**src/include/rxa_params.svh**
```systemverilog
// Constants for the receive sync and frame aligner: offsets, fields, resets, counts.
// Assumes inclusion by bare name from the design file.
`ifndef RXA_PARAMS_SVH
`define RXA_PARAMS_SVH
// Register offsets (byte addresses)
`define RXA_OFF_CTRL      8'h00
`define RXA_OFF_STATUS    8'h04
`define RXA_OFF_INT_STAT  8'h08
`define RXA_OFF_INT_MASK  8'h0c
// Control fields
`define RXA_CTRL_MODE     0
`define RXA_CTRL_RATE_LO  1
`define RXA_CTRL_RATE_HI  2
`define RXA_CTRL_BITREV   3
`define RXA_CTRL_RST      4'h0
// Status fields
`define RXA_ST_SYNC       0
`define RXA_ST_FLOCK      1
`define RXA_ST_OFF_LO     2
`define RXA_ST_OFF_HI     4
// Interrupt bits
`define RXA_IRQ_SYNC_UP   0
`define RXA_IRQ_SYNC_DN   1
`define RXA_IRQ_FR_UP     2
`define RXA_IRQ_FR_DN     3
`define RXA_IRQ_RM_MULTI  4
`define RXA_IRQ_W         5
// Code groups and framing bytes
`define RXA_COMMA_NEG     10'h17c
`define RXA_COMMA_POS     10'h283
`define RXA_FR_FIRST      8'hf6
`define RXA_FR_SECOND     8'h28
// Counts
`define RXA_LOCK_COMMAS   7'd127
`define RXA_GOOD_SPAN     8'd255
`define RXA_LOSS_ERRS     2'd3
`define RXA_FRAME_US      125
`define RXA_CLK_MHZ       125
`endif

```
**src/include/rxa_pkg.sv**
```systemverilog
// Types for the receive sync and frame aligner.
// Uses nothing from rxa_params.svh.
package rxa_pkg;
  typedef enum logic [0:0] {
    RXA_HUNT = 1'b0,
    RXA_LOCK = 1'b1
  } rxa_sync_st_t;
  typedef enum logic [1:0] {
    RXA_RATE_LOW  = 2'b00,
    RXA_RATE_MID  = 2'b01,
    RXA_RATE_HIGH = 2'b10
  } rxa_rate_t;
endpackage

```
**src/rxa_sync_aligner.sv**
```systemverilog
// Receive lane sync state machine and optical-carrier frame aligner, with register port.
// Assumes code groups, framing bytes and fabric controls all arrive on clk.
`include "rxa_params.svh"
`timescale 1ns/10ps
`default_nettype none
module rxa_sync_aligner #(
  parameter int FRAME_CYC = `RXA_FRAME_US * `RXA_CLK_MHZ,
  parameter int MISS_CYC  = 2 * FRAME_CYC
) (
  // Clock and reset
  input  wire logic        clk,
  input  wire logic        rst_b,
  // Register port
  input  wire logic [7:0]  reg_addr,
  input  wire logic [31:0] reg_wdata,
  input  wire logic        reg_wr,
  input  wire logic        reg_rd,
  output logic [31:0]      reg_rdata,
  // Packet mode code groups from the lane
  input  wire logic        cg_valid,
  input  wire logic [9:0]  cg_data,
  input  wire logic        cg_invalid,
  input  wire logic        rm_change,
  // Framing mode byte stream
  input  wire logic        fr_valid,
  input  wire logic [7:0]  fr_byte,
  input  wire logic        frame_pattern_size_sel,
  // Outputs
  output logic             lane_sync,
  output logic             frame_lock,
  output logic             deser_en,
  output logic [1:0]       data_width,
  output logic             dout_valid,
  output logic [31:0]      dout,
  output logic             irq
);
  ////////////////////////////////////////////////////////////////////////////////
  // Helpers
  function automatic logic is_comma(input logic [9:0] cg);
    is_comma = (cg == `RXA_COMMA_NEG) || (cg == `RXA_COMMA_POS);
  endfunction
  function automatic logic [7:0] rev8(input logic [7:0] b);
    for (int i = 0; i < 8; i++) begin
      rev8[i] = b[7-i];
    end
  endfunction
  localparam logic [15:0] PAT16 = {`RXA_FR_FIRST, `RXA_FR_SECOND};
  localparam logic [31:0] PAT32 = {`RXA_FR_FIRST, `RXA_FR_FIRST, `RXA_FR_SECOND, `RXA_FR_SECOND};
  localparam logic [15:0] MISS_W = 16'(MISS_CYC);
  ////////////////////////////////////////////////////////////////////////////////
  // Registers
  logic [3:0]  ctrl_q, ctrl_d;
  logic [4:0]  ist_q, ist_d, imask_q, imask_d, ev;
  logic [31:0] rdata_q, rdata_d;
  logic        irq_q, irq_d;
  logic        mode_fr;
  rxa_pkg::rxa_rate_t rate;
  assign mode_fr = ctrl_q[`RXA_CTRL_MODE];
  assign rate    = rxa_pkg::rxa_rate_t'(ctrl_q[`RXA_CTRL_RATE_HI:`RXA_CTRL_RATE_LO]);
  ////////////////////////////////////////////////////////////////////////////////
  // Packet mode sync state machine; one per lane, nothing shared across lanes
  rxa_pkg::rxa_sync_st_t st_q, st_d;
  logic [6:0] comma_q, comma_d;
  logic [7:0] good_q, good_d;
  logic [1:0] err_q, err_d;
  logic       rm_seen_q, rm_seen_d;
  always_comb begin
    st_d      = st_q;
    comma_d   = comma_q;
    good_d    = good_q;
    err_d     = err_q;
    rm_seen_d = rm_seen_q;
    if (mode_fr) begin
      st_d    = rxa_pkg::RXA_HUNT;
      comma_d = 7'h00;
    end else if (cg_valid) begin
      case (st_q)
        rxa_pkg::RXA_HUNT: begin
          if (cg_invalid) begin
            comma_d = 7'h00;
          end else if (is_comma(cg_data)) begin
            comma_d = comma_q + 7'h01;
            if (comma_d == `RXA_LOCK_COMMAS) begin
              st_d   = rxa_pkg::RXA_LOCK;
              good_d = 8'h00;
              err_d  = 2'h0;
            end
          end
        end
        default: begin
          if (cg_invalid) begin
            // Long clean span forgives earlier errors
            err_d  = (good_q == `RXA_GOOD_SPAN) ? 2'h1 : err_q + 2'h1;
            good_d = 8'h00;
            if (err_d == `RXA_LOSS_ERRS) begin
              st_d    = rxa_pkg::RXA_HUNT;
              comma_d = 7'h00;
              err_d   = 2'h0;
            end
          end else if (good_q != `RXA_GOOD_SPAN) begin
            good_d = good_q + 8'h01;
          end
        end
      endcase
    end
    // A comma opens a new compensation sequence; count changes within it
    if (cg_valid && is_comma(cg_data)) begin
      rm_seen_d = 1'b0;
    end
    if (rm_change) begin
      rm_seen_d = 1'b1;
    end
  end
  always_ff @(posedge clk or negedge rst_b) begin
    if (!rst_b) begin
      st_q      <= rxa_pkg::RXA_HUNT;
      comma_q   <= 7'h00;
      good_q    <= 8'h00;
      err_q     <= 2'h0;
      rm_seen_q <= 1'b0;
    end else begin
      st_q      <= st_d;
      comma_q   <= comma_d;
      good_q    <= good_d;
      err_q     <= err_d;
      rm_seen_q <= rm_seen_d;
    end
  end
  ////////////////////////////////////////////////////////////////////////////////
  // Framing mode automatic aligner: search eight bit offsets in a 40-bit history
  logic [39:0] hist_q, hist_d;
  logic [2:0]  off_q, off_d;
  logic        flock_q, flock_d;
  logic [15:0] gap_q, gap_d;
  logic [1:0]  beat_q, beat_d;
  logic [31:0] dout_q, dout_d;
  logic        dv_q, dv_d;
  logic        use32, hit;
  logic [2:0]  hit_off;
  logic [7:0]  in_b, al_b;
  logic [1:0]  last_beat;
  // Highest rate has no two-byte choice
  assign use32 = (rate == rxa_pkg::RXA_RATE_HIGH) || frame_pattern_size_sel;
  // Receive bit reversal restores most significant bit first order
  assign in_b  = ctrl_q[`RXA_CTRL_BITREV] ? rev8(fr_byte) : fr_byte;
  always_comb begin
    hit     = 1'b0;
    hit_off = 3'h0;
    for (int k = 7; k >= 0; k--) begin
      if (use32 ? (hist_d[k +: 32] == PAT32) : (hist_d[k +: 16] == PAT16)) begin
        hit     = 1'b1;
        hit_off = 3'(k);
      end
    end
  end
  assign al_b      = hist_d[off_d +: 8];
  assign last_beat = (rate == rxa_pkg::RXA_RATE_LOW) ? 2'd0 :
                     (rate == rxa_pkg::RXA_RATE_MID) ? 2'd1 : 2'd3;
  always_comb begin
    hist_d  = hist_q;
    off_d   = off_q;
    flock_d = flock_q;
    gap_d   = gap_q;
    beat_d  = beat_q;
    dout_d  = dout_q;
    dv_d    = 1'b0;
    if (!mode_fr) begin
      flock_d = 1'b0;
      beat_d  = 2'd0;
    end else if (fr_valid) begin
      hist_d = {hist_q[31:0], in_b};
      // Header runs 12, 48 or 96 of each byte; any inner match re-aligns harmlessly
      if (hit) begin
        off_d   = hit_off;
        flock_d = 1'b1;
        gap_d   = 16'h0000;
        beat_d  = 2'd0;
      end else if (gap_q != MISS_W) begin
        gap_d = gap_q + 16'h0001;
      end else begin
        flock_d = 1'b0;
      end
      if (flock_d && !(hit && !flock_q)) begin
        dout_d = {dout_q[23:0], al_b};
        beat_d = (beat_q == last_beat) ? 2'd0 : beat_q + 2'd1;
        dv_d   = (beat_q == last_beat);
      end
    end
  end
  always_ff @(posedge clk or negedge rst_b) begin
    if (!rst_b) begin
      hist_q  <= 40'h0;
      off_q   <= 3'h0;
      flock_q <= 1'b0;
      gap_q   <= 16'h0000;
      beat_q  <= 2'd0;
      dout_q  <= 32'h0;
      dv_q    <= 1'b0;
    end else begin
      hist_q  <= hist_d;
      off_q   <= off_d;
      flock_q <= flock_d;
      gap_q   <= gap_d;
      beat_q  <= beat_d;
      dout_q  <= dout_d;
      dv_q    <= dv_d;
    end
  end
  ////////////////////////////////////////////////////////////////////////////////
  // Register port and interrupts; a new event beats a same-cycle clear
  always_comb begin
    ev = '0;
    ev[`RXA_IRQ_SYNC_UP]  = (st_d == rxa_pkg::RXA_LOCK) && (st_q == rxa_pkg::RXA_HUNT);
    ev[`RXA_IRQ_SYNC_DN]  = (st_d == rxa_pkg::RXA_HUNT) && (st_q == rxa_pkg::RXA_LOCK);
    ev[`RXA_IRQ_FR_UP]    = flock_d && !flock_q;
    ev[`RXA_IRQ_FR_DN]    = !flock_d && flock_q;
    ev[`RXA_IRQ_RM_MULTI] = rm_change && rm_seen_q;
    ctrl_d  = ctrl_q;
    imask_d = imask_q;
    ist_d   = ist_q;
    rdata_d = 32'h0;
    if (reg_wr) begin
      if (reg_addr == `RXA_OFF_CTRL) begin
        ctrl_d = reg_wdata[3:0];
      end else if (reg_addr == `RXA_OFF_INT_STAT) begin
        ist_d = ist_q & ~reg_wdata[4:0];
      end else if (reg_addr == `RXA_OFF_INT_MASK) begin
        imask_d = reg_wdata[4:0];
      end
    end
    ist_d = ist_d | ev;
    if (reg_rd) begin
      if (reg_addr == `RXA_OFF_CTRL) begin
        rdata_d = {28'h0, ctrl_q};
      end else if (reg_addr == `RXA_OFF_STATUS) begin
        rdata_d = {27'h0, off_q, flock_q, st_q == rxa_pkg::RXA_LOCK};
      end else if (reg_addr == `RXA_OFF_INT_STAT) begin
        rdata_d = {27'h0, ist_q};
      end else if (reg_addr == `RXA_OFF_INT_MASK) begin
        rdata_d = {27'h0, imask_q};
      end
    end
    irq_d = |(ist_d & imask_d);
  end
  always_ff @(posedge clk or negedge rst_b) begin
    if (!rst_b) begin
      ctrl_q  <= `RXA_CTRL_RST;
      ist_q   <= '0;
      imask_q <= '0;
      rdata_q <= 32'h0;
      irq_q   <= 1'b0;
    end else begin
      ctrl_q  <= ctrl_d;
      ist_q   <= ist_d;
      imask_q <= imask_d;
      rdata_q <= rdata_d;
      irq_q   <= irq_d;
    end
  end
  ////////////////////////////////////////////////////////////////////////////////
  // Output flops; deserializer enable and width follow the mode and, in framing mode, the rate
  logic       sync_q, deser_q;
  logic [1:0] width_q;
  always_ff @(posedge clk or negedge rst_b) begin
    if (!rst_b) begin
      sync_q  <= 1'b0;
      deser_q <= 1'b1;
      width_q <= 2'd1;
    end else begin
      sync_q  <= (st_d == rxa_pkg::RXA_LOCK);
      deser_q <= !mode_fr || (rate != rxa_pkg::RXA_RATE_LOW);
      width_q <= mode_fr ? last_beat : 2'd1;
    end
  end
  assign lane_sync  = sync_q;
  assign frame_lock = flock_q;
  assign deser_en   = deser_q;
  assign data_width = width_q;
  assign dout_valid = dv_q;
  assign dout       = dout_q;
  assign reg_rdata  = rdata_q;
  assign irq        = irq_q;
endmodule
`default_nettype wire
```
**config.mk**
```make
export PLATFORM = sky130hd
export DESIGN_NAME = rxa_sync_aligner
export DESIGN_NICKNAME = d
export VERILOG_FILES = /design/src/include/rxa_pkg.sv /design/src/rxa_sync_aligner.sv
export VERILOG_INCLUDE_DIRS = /design/src /design/src/include
export SDC_FILE = /design/constraint.sdc
export NUM_CORES = 1
export LEC_CHECK = 0
export ABC_AREA = 1
export ABC_CLOCK_PERIOD_IN_PS = 4040
export BUFFER_PORTS_ARGS = -buffer_cell sky130_fd_sc_hd__buf_2
export CORE_MARGIN = 4
export CORE_UTILIZATION = 45
export CTS_CLUSTER_SIZE = 14
export DETAILED_ROUTE_END_ITERATION = 12
export GPL_TIMING_DRIVEN = 0
export PLACE_DENSITY = 0.66
export SLEW_MARGIN = 20
export SYNTH_ARGS = -nofsm -noshare
export SYNTH_HDL_FRONTEND = slang
export SYNTH_SLANG_ARGS = --single-unit
```
**constraint.sdc**
```tcl
create_clock -name clk -period 4.04 [get_ports clk]
set_clock_uncertainty 0.15 [all_clocks]
set_input_delay 0.808 -clock clk [delete_from_list [all_inputs] [get_ports clk]]
set_output_delay 0.808 -clock clk [all_outputs]
set_load 0.01 [all_outputs]
```
== Yosys cells after proc, flatten, opt, wreduce, memory -nomap -nowiden ==
Index checks and enable logic that the tools add are counted.

* Bits in latches: 0
* Input bits: 67
* Word-level logic and storage cells: 193
* Bits in registers: 164
* Memory bits (writable): 0
* Memories: 0
* Output and inout bits: 71
* ROM bits: 0

* Shifts and indexed selects: 1
* Multiplexer cells: 91
* Equality and inequality tests: 36
* $mul: 0
* Bitwise operators: 7
* Add/sub/neg operators: 5
* Div/mod/pow operators: 0
* Reduce and logical (&&, ||, !) cells: 34
* Magnitude comparators: 0

{| class="wikitable"
|+ Operators by type and width
! cell !! count
|-
| 32-bit == test (second input constant) || 8
|-
| 16-bit == test (second input constant) || 8
|-
| 40-bit 2-to-1 mux || 2
|-
| 5-bit 2-to-1 mux || 12
|-
| 8-bit 2-to-1 mux || 7
|-
| 7-bit 2-to-1 mux || 7
|-
| 40-bit by 4-bit indexed part select with 8-bit output || 1
|-
| 1-bit 2-to-1 mux || 35
|-
| 3-bit 2-to-1 mux || 11
|-
| 16-bit 2-to-1 mux || 2
|-
| 2-bit 2-to-1 mux || 15
|-
| 16-bit by 1-bit adder with 16-bit output (second input constant) || 1
|-
| 8-bit by 4-bit == test with 1-bit output (second input constant) || 2
|-
| 16-bit by 15-bit inequality test with 1-bit output (second input constant) || 1
|-
| 2-bit nonzero test || 8
|-
| 6-bit AND reduction || 2
|-
| 5-bit bitwise AND || 2
|-
| 10-bit == test (second input constant) || 1
|-
| 10-bit by 9-bit == test with 1-bit output (second input constant) || 1
|-
| 8-bit by 1-bit adder with 8-bit output (second input constant) || 1
|-
| 8-bit by 3-bit == test with 1-bit output (second input constant) || 1
|-
| 8-bit == test (second input constant) || 1
|-
| 1-bit logical AND || 8
|-
| 8-bit zero test || 1
|-
| 23 further kinds || 36
|}

== Logic depth before layout (Yosys ltp) ==
Gate-level depths: netlist of run 1.

* Depth after elaboration: 23
* Depth in mapped cells: 26
* Gate-level depth less buffers: 23

== Least setup slack after synthesis of run 1 ==
No wires, ideal clock.

* Kind: input -> register
* Start: input fr_valid
* End: register beat_q[0]
* Stages on the path: 21
* Arrival: 2.798 ns
* Setup time: 0.121 ns
* Path slack: 0.971 ns
* Data required time: 3.769 ns
* Path buffers: 2
* Path through: buf_4 buf_4 nand3_1 nand2_2 nand2_1 nor2_1 nand3_1 nand2_1 nand2_1 inv_2 nand2_1 nand2_1 nor2_4 nand2_8 or2_4 nand2_1 inv_2 o21ai_1 nand2_1 nand3_1 o21ai_1

* Longest elaborated chain between the ends: 19
* Elaborated cells between the ends (all ways): 46
* Classes of those cells: eq/ne (18); mux (24); reduce/logical (4)

{| class="wikitable"
|+ RTL lines
! element !! RTL line !! text
|-
| start, declared || rxa_sync_aligner.sv:25 || <nowiki>input wire logic fr_valid,</nowiki>
|-
| 40-bit 2-to-1 mux * || rxa_sync_aligner.sv:170 || <nowiki>end else if (fr_valid) begin</nowiki>
|-
| 40-bit 2-to-1 mux * || rxa_sync_aligner.sv:167 || <nowiki>if (!mode_fr) begin</nowiki>
|-
| named net hist_d[20] || rxa_sync_aligner.sv:131 || <nowiki>logic [39:0] hist_q, hist_d;</nowiki>
|-
| 32-bit == test / 16-bit == test (equally long branches) || rxa_sync_aligner.sv:150 || <nowiki>if (use32 ? (hist_d[k +: 32] == PAT32) : (hist_d[k +: 16] == PAT16)) begin</nowiki>
|-
| 1-bit 2-to-1 mux (8 in a row) || rxa_sync_aligner.sv:150 ||
|-
| 1-bit 2-to-1 mux * || rxa_sync_aligner.sv:150 ||
|-
| 1-bit 2-to-1 mux || rxa_sync_aligner.sv:173 || <nowiki>if (hit) begin</nowiki>
|-
| 1-bit 2-to-1 mux || rxa_sync_aligner.sv:170 ||
|-
| 1-bit 2-to-1 mux || rxa_sync_aligner.sv:167 ||
|-
| 1-bit logical AND || rxa_sync_aligner.sv:183 || <nowiki>if (flock_d && !(hit && !flock_q)) begin</nowiki>
|-
| 2-bit 2-to-1 mux || rxa_sync_aligner.sv:183 ||
|-
| 2-bit 2-to-1 mux || rxa_sync_aligner.sv:170 ||
|-
| 2-bit 2-to-1 mux || rxa_sync_aligner.sv:167 ||
|-
| end signal, assigned || rxa_sync_aligner.sv:204 || <nowiki>beat_q <= beat_d;</nowiki>
|-
| end, declared || rxa_sync_aligner.sv:135 || <nowiki>logic [1:0] beat_q, beat_d;</nowiki>
|}

Mark *: on every way through the listed nets, which the timed path passes. The rest lies on a longest branch. The select of a mux whose other input is x is not followed.
A chain may end at the register's enable or synchronous reset.

== Worst setup path in the final report of run 1 ==
* Start: register ctrl_q[2]
* End: register gap_q[6]

* Longest elaborated chain between the ends: 13
* Elaborated cells between the ends (all ways): 21
* Classes of those cells: eq/ne (1); mux (17); reduce/logical (3)

{| class="wikitable"
|+ RTL lines
! element !! RTL line !! text
|-
| start, declared || rxa_sync_aligner.sv:52 || <nowiki>logic [3:0] ctrl_q, ctrl_d;</nowiki>
|-
| start signal, assigned || rxa_sync_aligner.sv:247 || <nowiki>ctrl_q <= `RXA_CTRL_RST;</nowiki>
|-
| start signal, assigned || rxa_sync_aligner.sv:253 || <nowiki>ctrl_q <= ctrl_d;</nowiki>
|-
| 2-bit == test * || rxa_sync_aligner.sv:143 || <nowiki>assign use32 = (rate == rxa_pkg::RXA_RATE_HIGH) || frame_pattern_size_sel;</nowiki>
|-
| 1-bit logical OR * || rxa_sync_aligner.sv:143 ||
|-
| 1-bit 2-to-1 mux (8 in a row) || rxa_sync_aligner.sv:150 ||
|-
| 1-bit 2-to-1 mux * || rxa_sync_aligner.sv:150 ||
|-
| 2-bit nonzero test (no source line) || - ||
|-
| 3-bit AND reduction (no source line) || - ||
|-
| end signal, assigned || rxa_sync_aligner.sv:203 || <nowiki>gap_q <= gap_d;</nowiki>
|-
| end, declared || rxa_sync_aligner.sv:134 || <nowiki>logic [15:0] gap_q, gap_d;</nowiki>
|}

Every way passes the cells marked *; elsewhere a longest branch is shown, timed or not.

==> results of run 1 <==
-- path summary, 6_finish.rpt --
kind / start / end / slack, ns / cells past startpoint
worst max register to register: ctrl_q[2]$_DFFE_PN0P_ / gap_q[6]$_DFFE_PN0P_ / 0.57 / 12
worst min register to register: dout[25]$_DFFE_PN0P_ / dout[25]$_DFFE_PN0P_ / 0.31 / 2
max in group asynchronous: rst_b / frame_lock$_DFF_PN0_ / 2.84 / 2
min in group clk: dout[25]$_DFFE_PN0P_ / dout[25]$_DFFE_PN0P_ / 0.31 / 2
worst max-delay path: ctrl_q[2]$_DFFE_PN0P_ / gap_q[6]$_DFFE_PN0P_ / 0.57 / 12
worst min-delay path: rst_b / hist_q[38]$_DFF_PN0_ / 0.14 / 1
-- metal layers --
layer / track usage / vias up / wire length [um]
met5: 0 / - / 19
met4: 0.0732 / 2 / 434
met3: 0.0409 / 41 / 1740
met2: 0.398 / 299 / 12700
met1: 0.336 / 4272 / 12300
li1: - / 4549 / -
-- cells in the mapped netlist (2+ instances only) --
cell type	instances	area share
a211oi_1	6	0.0050
a21oi_1	14	0.0077
a22oi_1	2	0.0017
and3_1	2	0.0014
buf_2	16	0.0088
buf_4	37	0.031
buf_6	9	0.011
clkbuf_1	2	0.00083
clkinv_1	2	0.00083
dfrtp_1	134	0.37
ha_1	5	0.0069
inv_1	130	0.054
inv_2	15	0.0062
nand2_1	452	0.19
nand2_2	21	0.015
nand2_4	5	0.0062
nand2_8	2	0.0044
nand3_1	171	0.095
nand4_1	35	0.024
nor2_1	127	0.053
nor2_2	3	0.0021
nor2_4	3	0.0037
nor3_1	29	0.016
nor4_1	20	0.014
o21ai_0	39	0.022
o21ai_1	5	0.0028
o21ai_2	2	0.0019
o21bai_1	2	0.0017
o22ai_1	7	0.0048
o31ai_1	8	0.0066
o41ai_1	4	0.0039
xnor2_1	4	0.0039
xor2_1	13	0.013
-- area by class of cell --
class / instances / area [sq um] / share of cell area
well taps: 265 / 332 / 0.0314
flip-flops and latches: 135 / 3380 / 0.320
multi-input cells: 1019 / 4750 / 0.450
inverters: 148 / 558 / 0.0529
clock buffers: 19 / 433 / 0.0410
plain buffers: 65 / 470 / 0.0446
repair buffers: 84 / 453 / 0.0429
clock inverters: 13 / 171 / 0.0162
-- flip-flops by register name (all words and copies together), names as in the netlist, 2 cells and up --
register / flops
beat_q: 2
comma_q: 7
ctrl_q: 4
dout: 32
err_q: 2
gap_q: 16
good_q: 8
hist_q: 39
imask_q: 5
ist_q: 5
off_q: 3
reg_rdata: 5
-- where the power goes --
| part | internal (mW) | switching (mW) |
|---|---|---|
| combinational | 0.267 | 0.635 |
| clock | 0.979 | 0.621 |
| sequential | 1.47 | 0.0910 |
| total | 2.72 | 1.35 |
-- cells by family after synthesis --
kind of cell,share of synthesized area
buf+inv,0.114
xor+xnor,0.0164
flops,0.373
compound gates,0.0612
fa+ha+maj,0.00691
simple gates,0.428
other cells,0.000414
-- per-stage QoR --
| stage | utilization | worst slack [ns] | std cells | cell area [sq um] | power, mW |
|---|---|---|---|---|---|
| CTS | 0.537 | 0.574 | 1748 | 10500 | 4.07 |
| floorplan | - | 0.971 | 1367 | 9150 | 2.18 |
| finish | 0.537 | 0.574 | 1748 | 10500 | 4.06 |
| global placement | 0.504 | 0.0782 | 1715 | 9900 | 2.45 |
| detailed placement | 0.506 | 0.225 | 1716 | 9940 | 2.46 |
| global route | 0.537 | 0.276 | 1748 | 10500 | 4.27 |
==> summary.md, run 1 <==
| Metric | Value |
|---|---|
| Status | `complete, no violations` |
| CP max-delay cell | `nor3_1` |
| Post-CTS setup buffers | `0` |
| Crit Path Max Fanout | `10` |
| Initial Util | `0.461` |
| Hold WS | `0.144 ns` |
| Critical Path AT | `3.67 ns` |
| Initial DRC count | `657` |
| Avg WL per Cell | `15.5 um` |
| Clock root buffer | `clkbuf_16` |
| Share of the clock period used by the worst path | `0.858` |
| Final net count | `1542` |
| Post-synth ARST share | `1.00` |
| Fin Setup TNS | `0 ns` |
| Number of diodes | `0` |
| Num CTS Buffers | `17` |
| Layout cell share with drive strength beyond 1 | `0.157` |
| Post-CTS Hold Fix Bufs | `0` |
| Max-cap violations | `0` |
| Sum of net half-perimeters after detailed placement | `20500 um` |
| Syn Inst Count | `1341` |
| Worst hold path type | `in -> async` |
| I/O pin cnt | `138` |
| Per-instance average area after synthesis | `6.75 sq um` |
| Crit Path Category | `reg -> reg` |
| Clk slew on worst S/H paths | `0.07 ns` |
| Seq/Total Area, Yosys | `0.373` |
| All-Layer GR Usage | `0.245` |
| Syn. warnings | `0` |
| Pin count of the biggest net entering global routing | `74` |
| First-pass GRT wire length | `43900 um` |
| Rows | `51` |
| Clk buf depth | `2` |
| Area delta synth->final | `16.5%` |
| PwrDens | `385 nW/um^2` |
| Core footprint | `19700 sq um` |
| Post-CTS Resized | `0` |
| Slew Limit Fails | `0` |
| Count of cell types in the netlist | `48` |
| Port buffer count | `83` |
| Top delay family on crit path | `simple AND/OR/NAND/NOR gates` |
| # DRC | `0` |
| Initial antenna violation count | `1` |
| CP Cell Sequence | `clkbuf_1 -> a21oi_1 -> inv_2 -> buf_2 -> buf_2 -> nand3_1 -> o31ai_1 -> nor2_1 -> nand4_1 -> nor3_1 -> nand4_1 -> nand2_1` |
| Critical Path RT | `4.24 ns` |
| CP max stage delay | `0.84 ns` |
| Vias in the first global route | `8737` |
| Number of synthesized flops with an enable pin | `0` |
| FILL cells | `1990` |
| Vias | `9163` |
| Endpoints failing setup | `0` |
| Post-synth top flop | `dfrtp_1` |
| Fin crit period | `3.47 ns` |
| Routability cong. | `0.936` |
| DRT Pass-1 Iters | `5` |
| Maximum VDD drop | `0.283 mV` |
| Rel. slew slack | `0.265` |
| Synth Register Bits | `135` |
| Leakage | `5.41 nW` |
| Vias per cell | `5.24` |
| Critical Path Sink Type | `flop` |
| Die ar. | `22500 sq um` |
| Crit start category | `flop` |
| ANT nets after route | `0` |
| Die Wd | `150 um` |
| WP buf/inv | `4` |
| CTS tree | `done` |
| Most frequent cells in the layout | `452 x nand2_1, 171 x nand3_1, 134 x dfrtp_1, 130 x inv_1, 127 x nor2_1` |
| Fmax | `289 MHz` |
| Grt ovf | `0` |
| Routed WL | `27200 um` |
| Chip height | `150 um` |
| H-tree Lvls | `4` |
| Slew @ Worst Pin | `1.09 ns` |
| Total clock sinks | `135` |
| Synth Cell Area | `9060 sq um` |
| RSZ-0062 raised after global routing | `false` |
| Fin. Hold Viols | `0` |
| Commonest non-fill, non-tap cell in the layout | `nand2_1` |
| Latest clock arrival within the worst-skew pair | `0.42 ns` |
(Power assumes the default switching activity.)
==> run 2: changes to the inputs <==
Settings changed: CTS_BUF_LIST set to sky130_fd_sc_hd__clkbuf_8.
==> summary.md, run 2 (synthesis results as in run 1) <==
| Metric | Value |
|---|---|
| Status | `complete, no violations` |
| Chip height | `150 um (unchanged)` |
| Post-CTS Resized | `0 (unchanged)` |
| Fin Setup TNS | `0 ns (unchanged)` |
| ANT nets after route | `0 (unchanged)` |
| Fin crit period | `3.46 ns (-0.00659 ns)` |
| Leakage | `5.33 nW (-1.5%)` |
| Fin. Hold Viols | `0 (unchanged)` |
| Vias | `9121 (-0.46%)` |
| Rows | `51 (unchanged)` |
| Num CTS Buffers | `17 (unchanged)` |
| RSZ-0062 raised after global routing | `false` |
| Core footprint | `19700 sq um (unchanged)` |
| CTS tree | `done` |
| Area delta synth->final | `14.4%` |
| Clock root buffer | `clkbuf_8` |
| CP max stage delay | `0.28 ns (-0.56 ns)` |
| Crit start category | `primary input` |
| Critical Path RT | `4.24 ns (about the same)` |
| Initial Util | `0.461 (unchanged)` |
| CP Cell Sequence | `buf_2 -> buf_4 -> buf_4 -> nand3_1 -> nand2_1 -> nor2_1 -> inv_1 -> nor2_1 -> nand3_1 -> a21oi_1 -> nand2_1 -> nand2_1 -> nor2_4 -> nand2_8 -> nand2_8 -> nand2_1 -> nand2_2 -> inv_2 -> buf_6 -> nand3_1 -> nand3_1 -> nand2_1 -> nand2_1 -> nand2_1` |
| I/O pin cnt | `138 (unchanged)` |
| # DRC | `0 (unchanged)` |
| Sum of net half-perimeters after detailed placement | `20500 um (unchanged)` |
| Clk slew on worst S/H paths | `0.09 ns (+0.02 ns)` |
| Vias per cell | `5.22 (-0.46%)` |
| Worst hold path type | `in -> async` |
| Port buffer count | `83 (unchanged)` |
| CP dominant cell by count | `nand2_1` |
| Max reg flops | `39 (unchanged)` |
| Routability cong. | `0.936 (unchanged)` |
| Power, Total | `3.64 mW (-10%)` |
| H-tree Lvls | `4 (unchanged)` |
| Vias in the first global route | `8670 (-0.77%)` |
| Final net count | `1542 (unchanged)` |
| Top reg by flops | `hist_q` |
| Crit Path Category | `in -> reg` |
| Pin count of the biggest net entering global routing | `74 (unchanged)` |
| Post-Place Worst Slack | `0.225 ns (unchanged)` |
| Critical Path Sink Type | `flop` |
| Slew Limit Fails | `0 (unchanged)` |
| FILL cells | `2017 (+1.4%)` |
| Total clock sinks | `135 (unchanged)` |
| Initial antenna violation count | `1 (unchanged)` |
| Endpoints failing setup | `0 (unchanged)` |
| DRT Pass-1 Iters | `5 (unchanged)` |
| Die Wd | `150 um (unchanged)` |
| Clk buf depth | `2 (unchanged)` |
| Routed WL | `26700 um (-1.6%)` |
| Share of the clock period used by the worst path | `0.856 (-0.00163)` |
| Max-cap violations | `0 (unchanged)` |
| Crit Path Max Fanout | `10 (unchanged)` |
| Post-CTS setup buffers | `0 (unchanged)` |
| Rel. slew slack | `0.265 (about the same)` |
| All-Layer GR Usage | `0.243 (-0.00154)` |
| Maximum VDD drop | `0.228 mV (-19%)` |
| Layout cell share with drive strength beyond 1 | `0.157 (unchanged)` |
| Slew @ Worst Pin | `1.09 ns (-0.000165 ns)` |
| Fmax | `289 MHz (+0.19%)` |
| Number of diodes | `0 (unchanged)` |
| First-pass GRT wire length | `43600 um (-0.63%)` |
| PwrDens | `351 nW/um^2 (-8.8%)` |
| Latest clock arrival within the worst-skew pair | `0.45 ns (+0.03 ns)` |
| Critical Path AT | `3.66 ns (about the same)` |
| Initial DRC count | `599 (-8.8%)` |
| Commonest non-fill, non-tap cell in the layout | `nand2_1` |
| Die ar. | `22500 sq um (unchanged)` |
| Grt ovf | `0 (unchanged)` |
| Post-CTS Hold Fix Bufs | `0 (unchanged)` |
| Avg WL per Cell | `15.3 um (-1.6%)` |
| Final worst setup slack | `0.580 ns (+0.00659 ns)` |
| CP max-delay cell | `nor2_1` |
| Most frequent cells in the layout | `452 x nand2_1, 171 x nand3_1, 134 x dfrtp_1, 132 x inv_1, 127 x nor2_1` |
-- run 2: through the flow --
stage | util | hold WS, ns | instances | instance area [sq um]
after CTS | 0.527 | 0.130 | 1748 | 10400
after floorplan | - | 0.301 | 1367 | 9150
after global routing | 0.527 | 0.144 | 1748 | 10400
after global placement | 0.504 | 0.300 | 1715 | 9900
after detailed placement | 0.506 | 0.303 | 1716 | 9940
final | 0.527 | 0.115 | 1748 | 10400
-- run 2: routing by layer --
metal / global-route usage / part of all wire
met1: 0.335 / 0.45
met2: 0.392 / 0.47
met3: 0.0439 / 0.071
met4: 0.0727 / 0.015
met5: 0 / 0.00071
-- run 2: path summary, 6_finish.rpt --
kind | from | to | slack, ns | cells past startpoint
max | fr_valid | dout[3]$_DFFE_PN0P_ | 0.58 | 24
min | rst_b | hist_q[38]$_DFF_PN0_ | 0.12 | 1
max reg2reg | ctrl_q[2]$_DFFE_PN0P_ | gap_q[6]$_DFFE_PN0P_ | 0.58 | 12
min reg2reg | dout[25]$_DFFE_PN0P_ | dout[25]$_DFFE_PN0P_ | 0.32 | 2
max in group asynchronous | rst_b | frame_lock$_DFF_PN0_ | 2.86 | 2
min in group clk | dout[25]$_DFFE_PN0P_ | dout[25]$_DFFE_PN0P_ | 0.32 | 2
-- run 2: critical path, delay by kind of cell --
| family | cells | cell delay, ns |
|---|---|---|
| compound gates | 1 | 0.17 |
| buf+inv | 6 | 0.79 |
| simple gates | 17 | 1.86 |
-- run 2: power by group --
part	total (mW)	switching, mW	internal, mW
sequential	1.56	0.0907	1.47
clock	1.18	0.567	0.614
combinational	0.897	0.630	0.267
-- run 2: final cells by class --
type	count	area (sq um)	area share
buffer	65	470	0.0454
multi-input combinational	1019	4750	0.459
clock inverter	15	179	0.0173
sequential	135	3380	0.326
timing repair buffer	84	453	0.0437
tap	265	332	0.0320
inverter	148	558	0.0539
clock buffer	17	234	0.0226
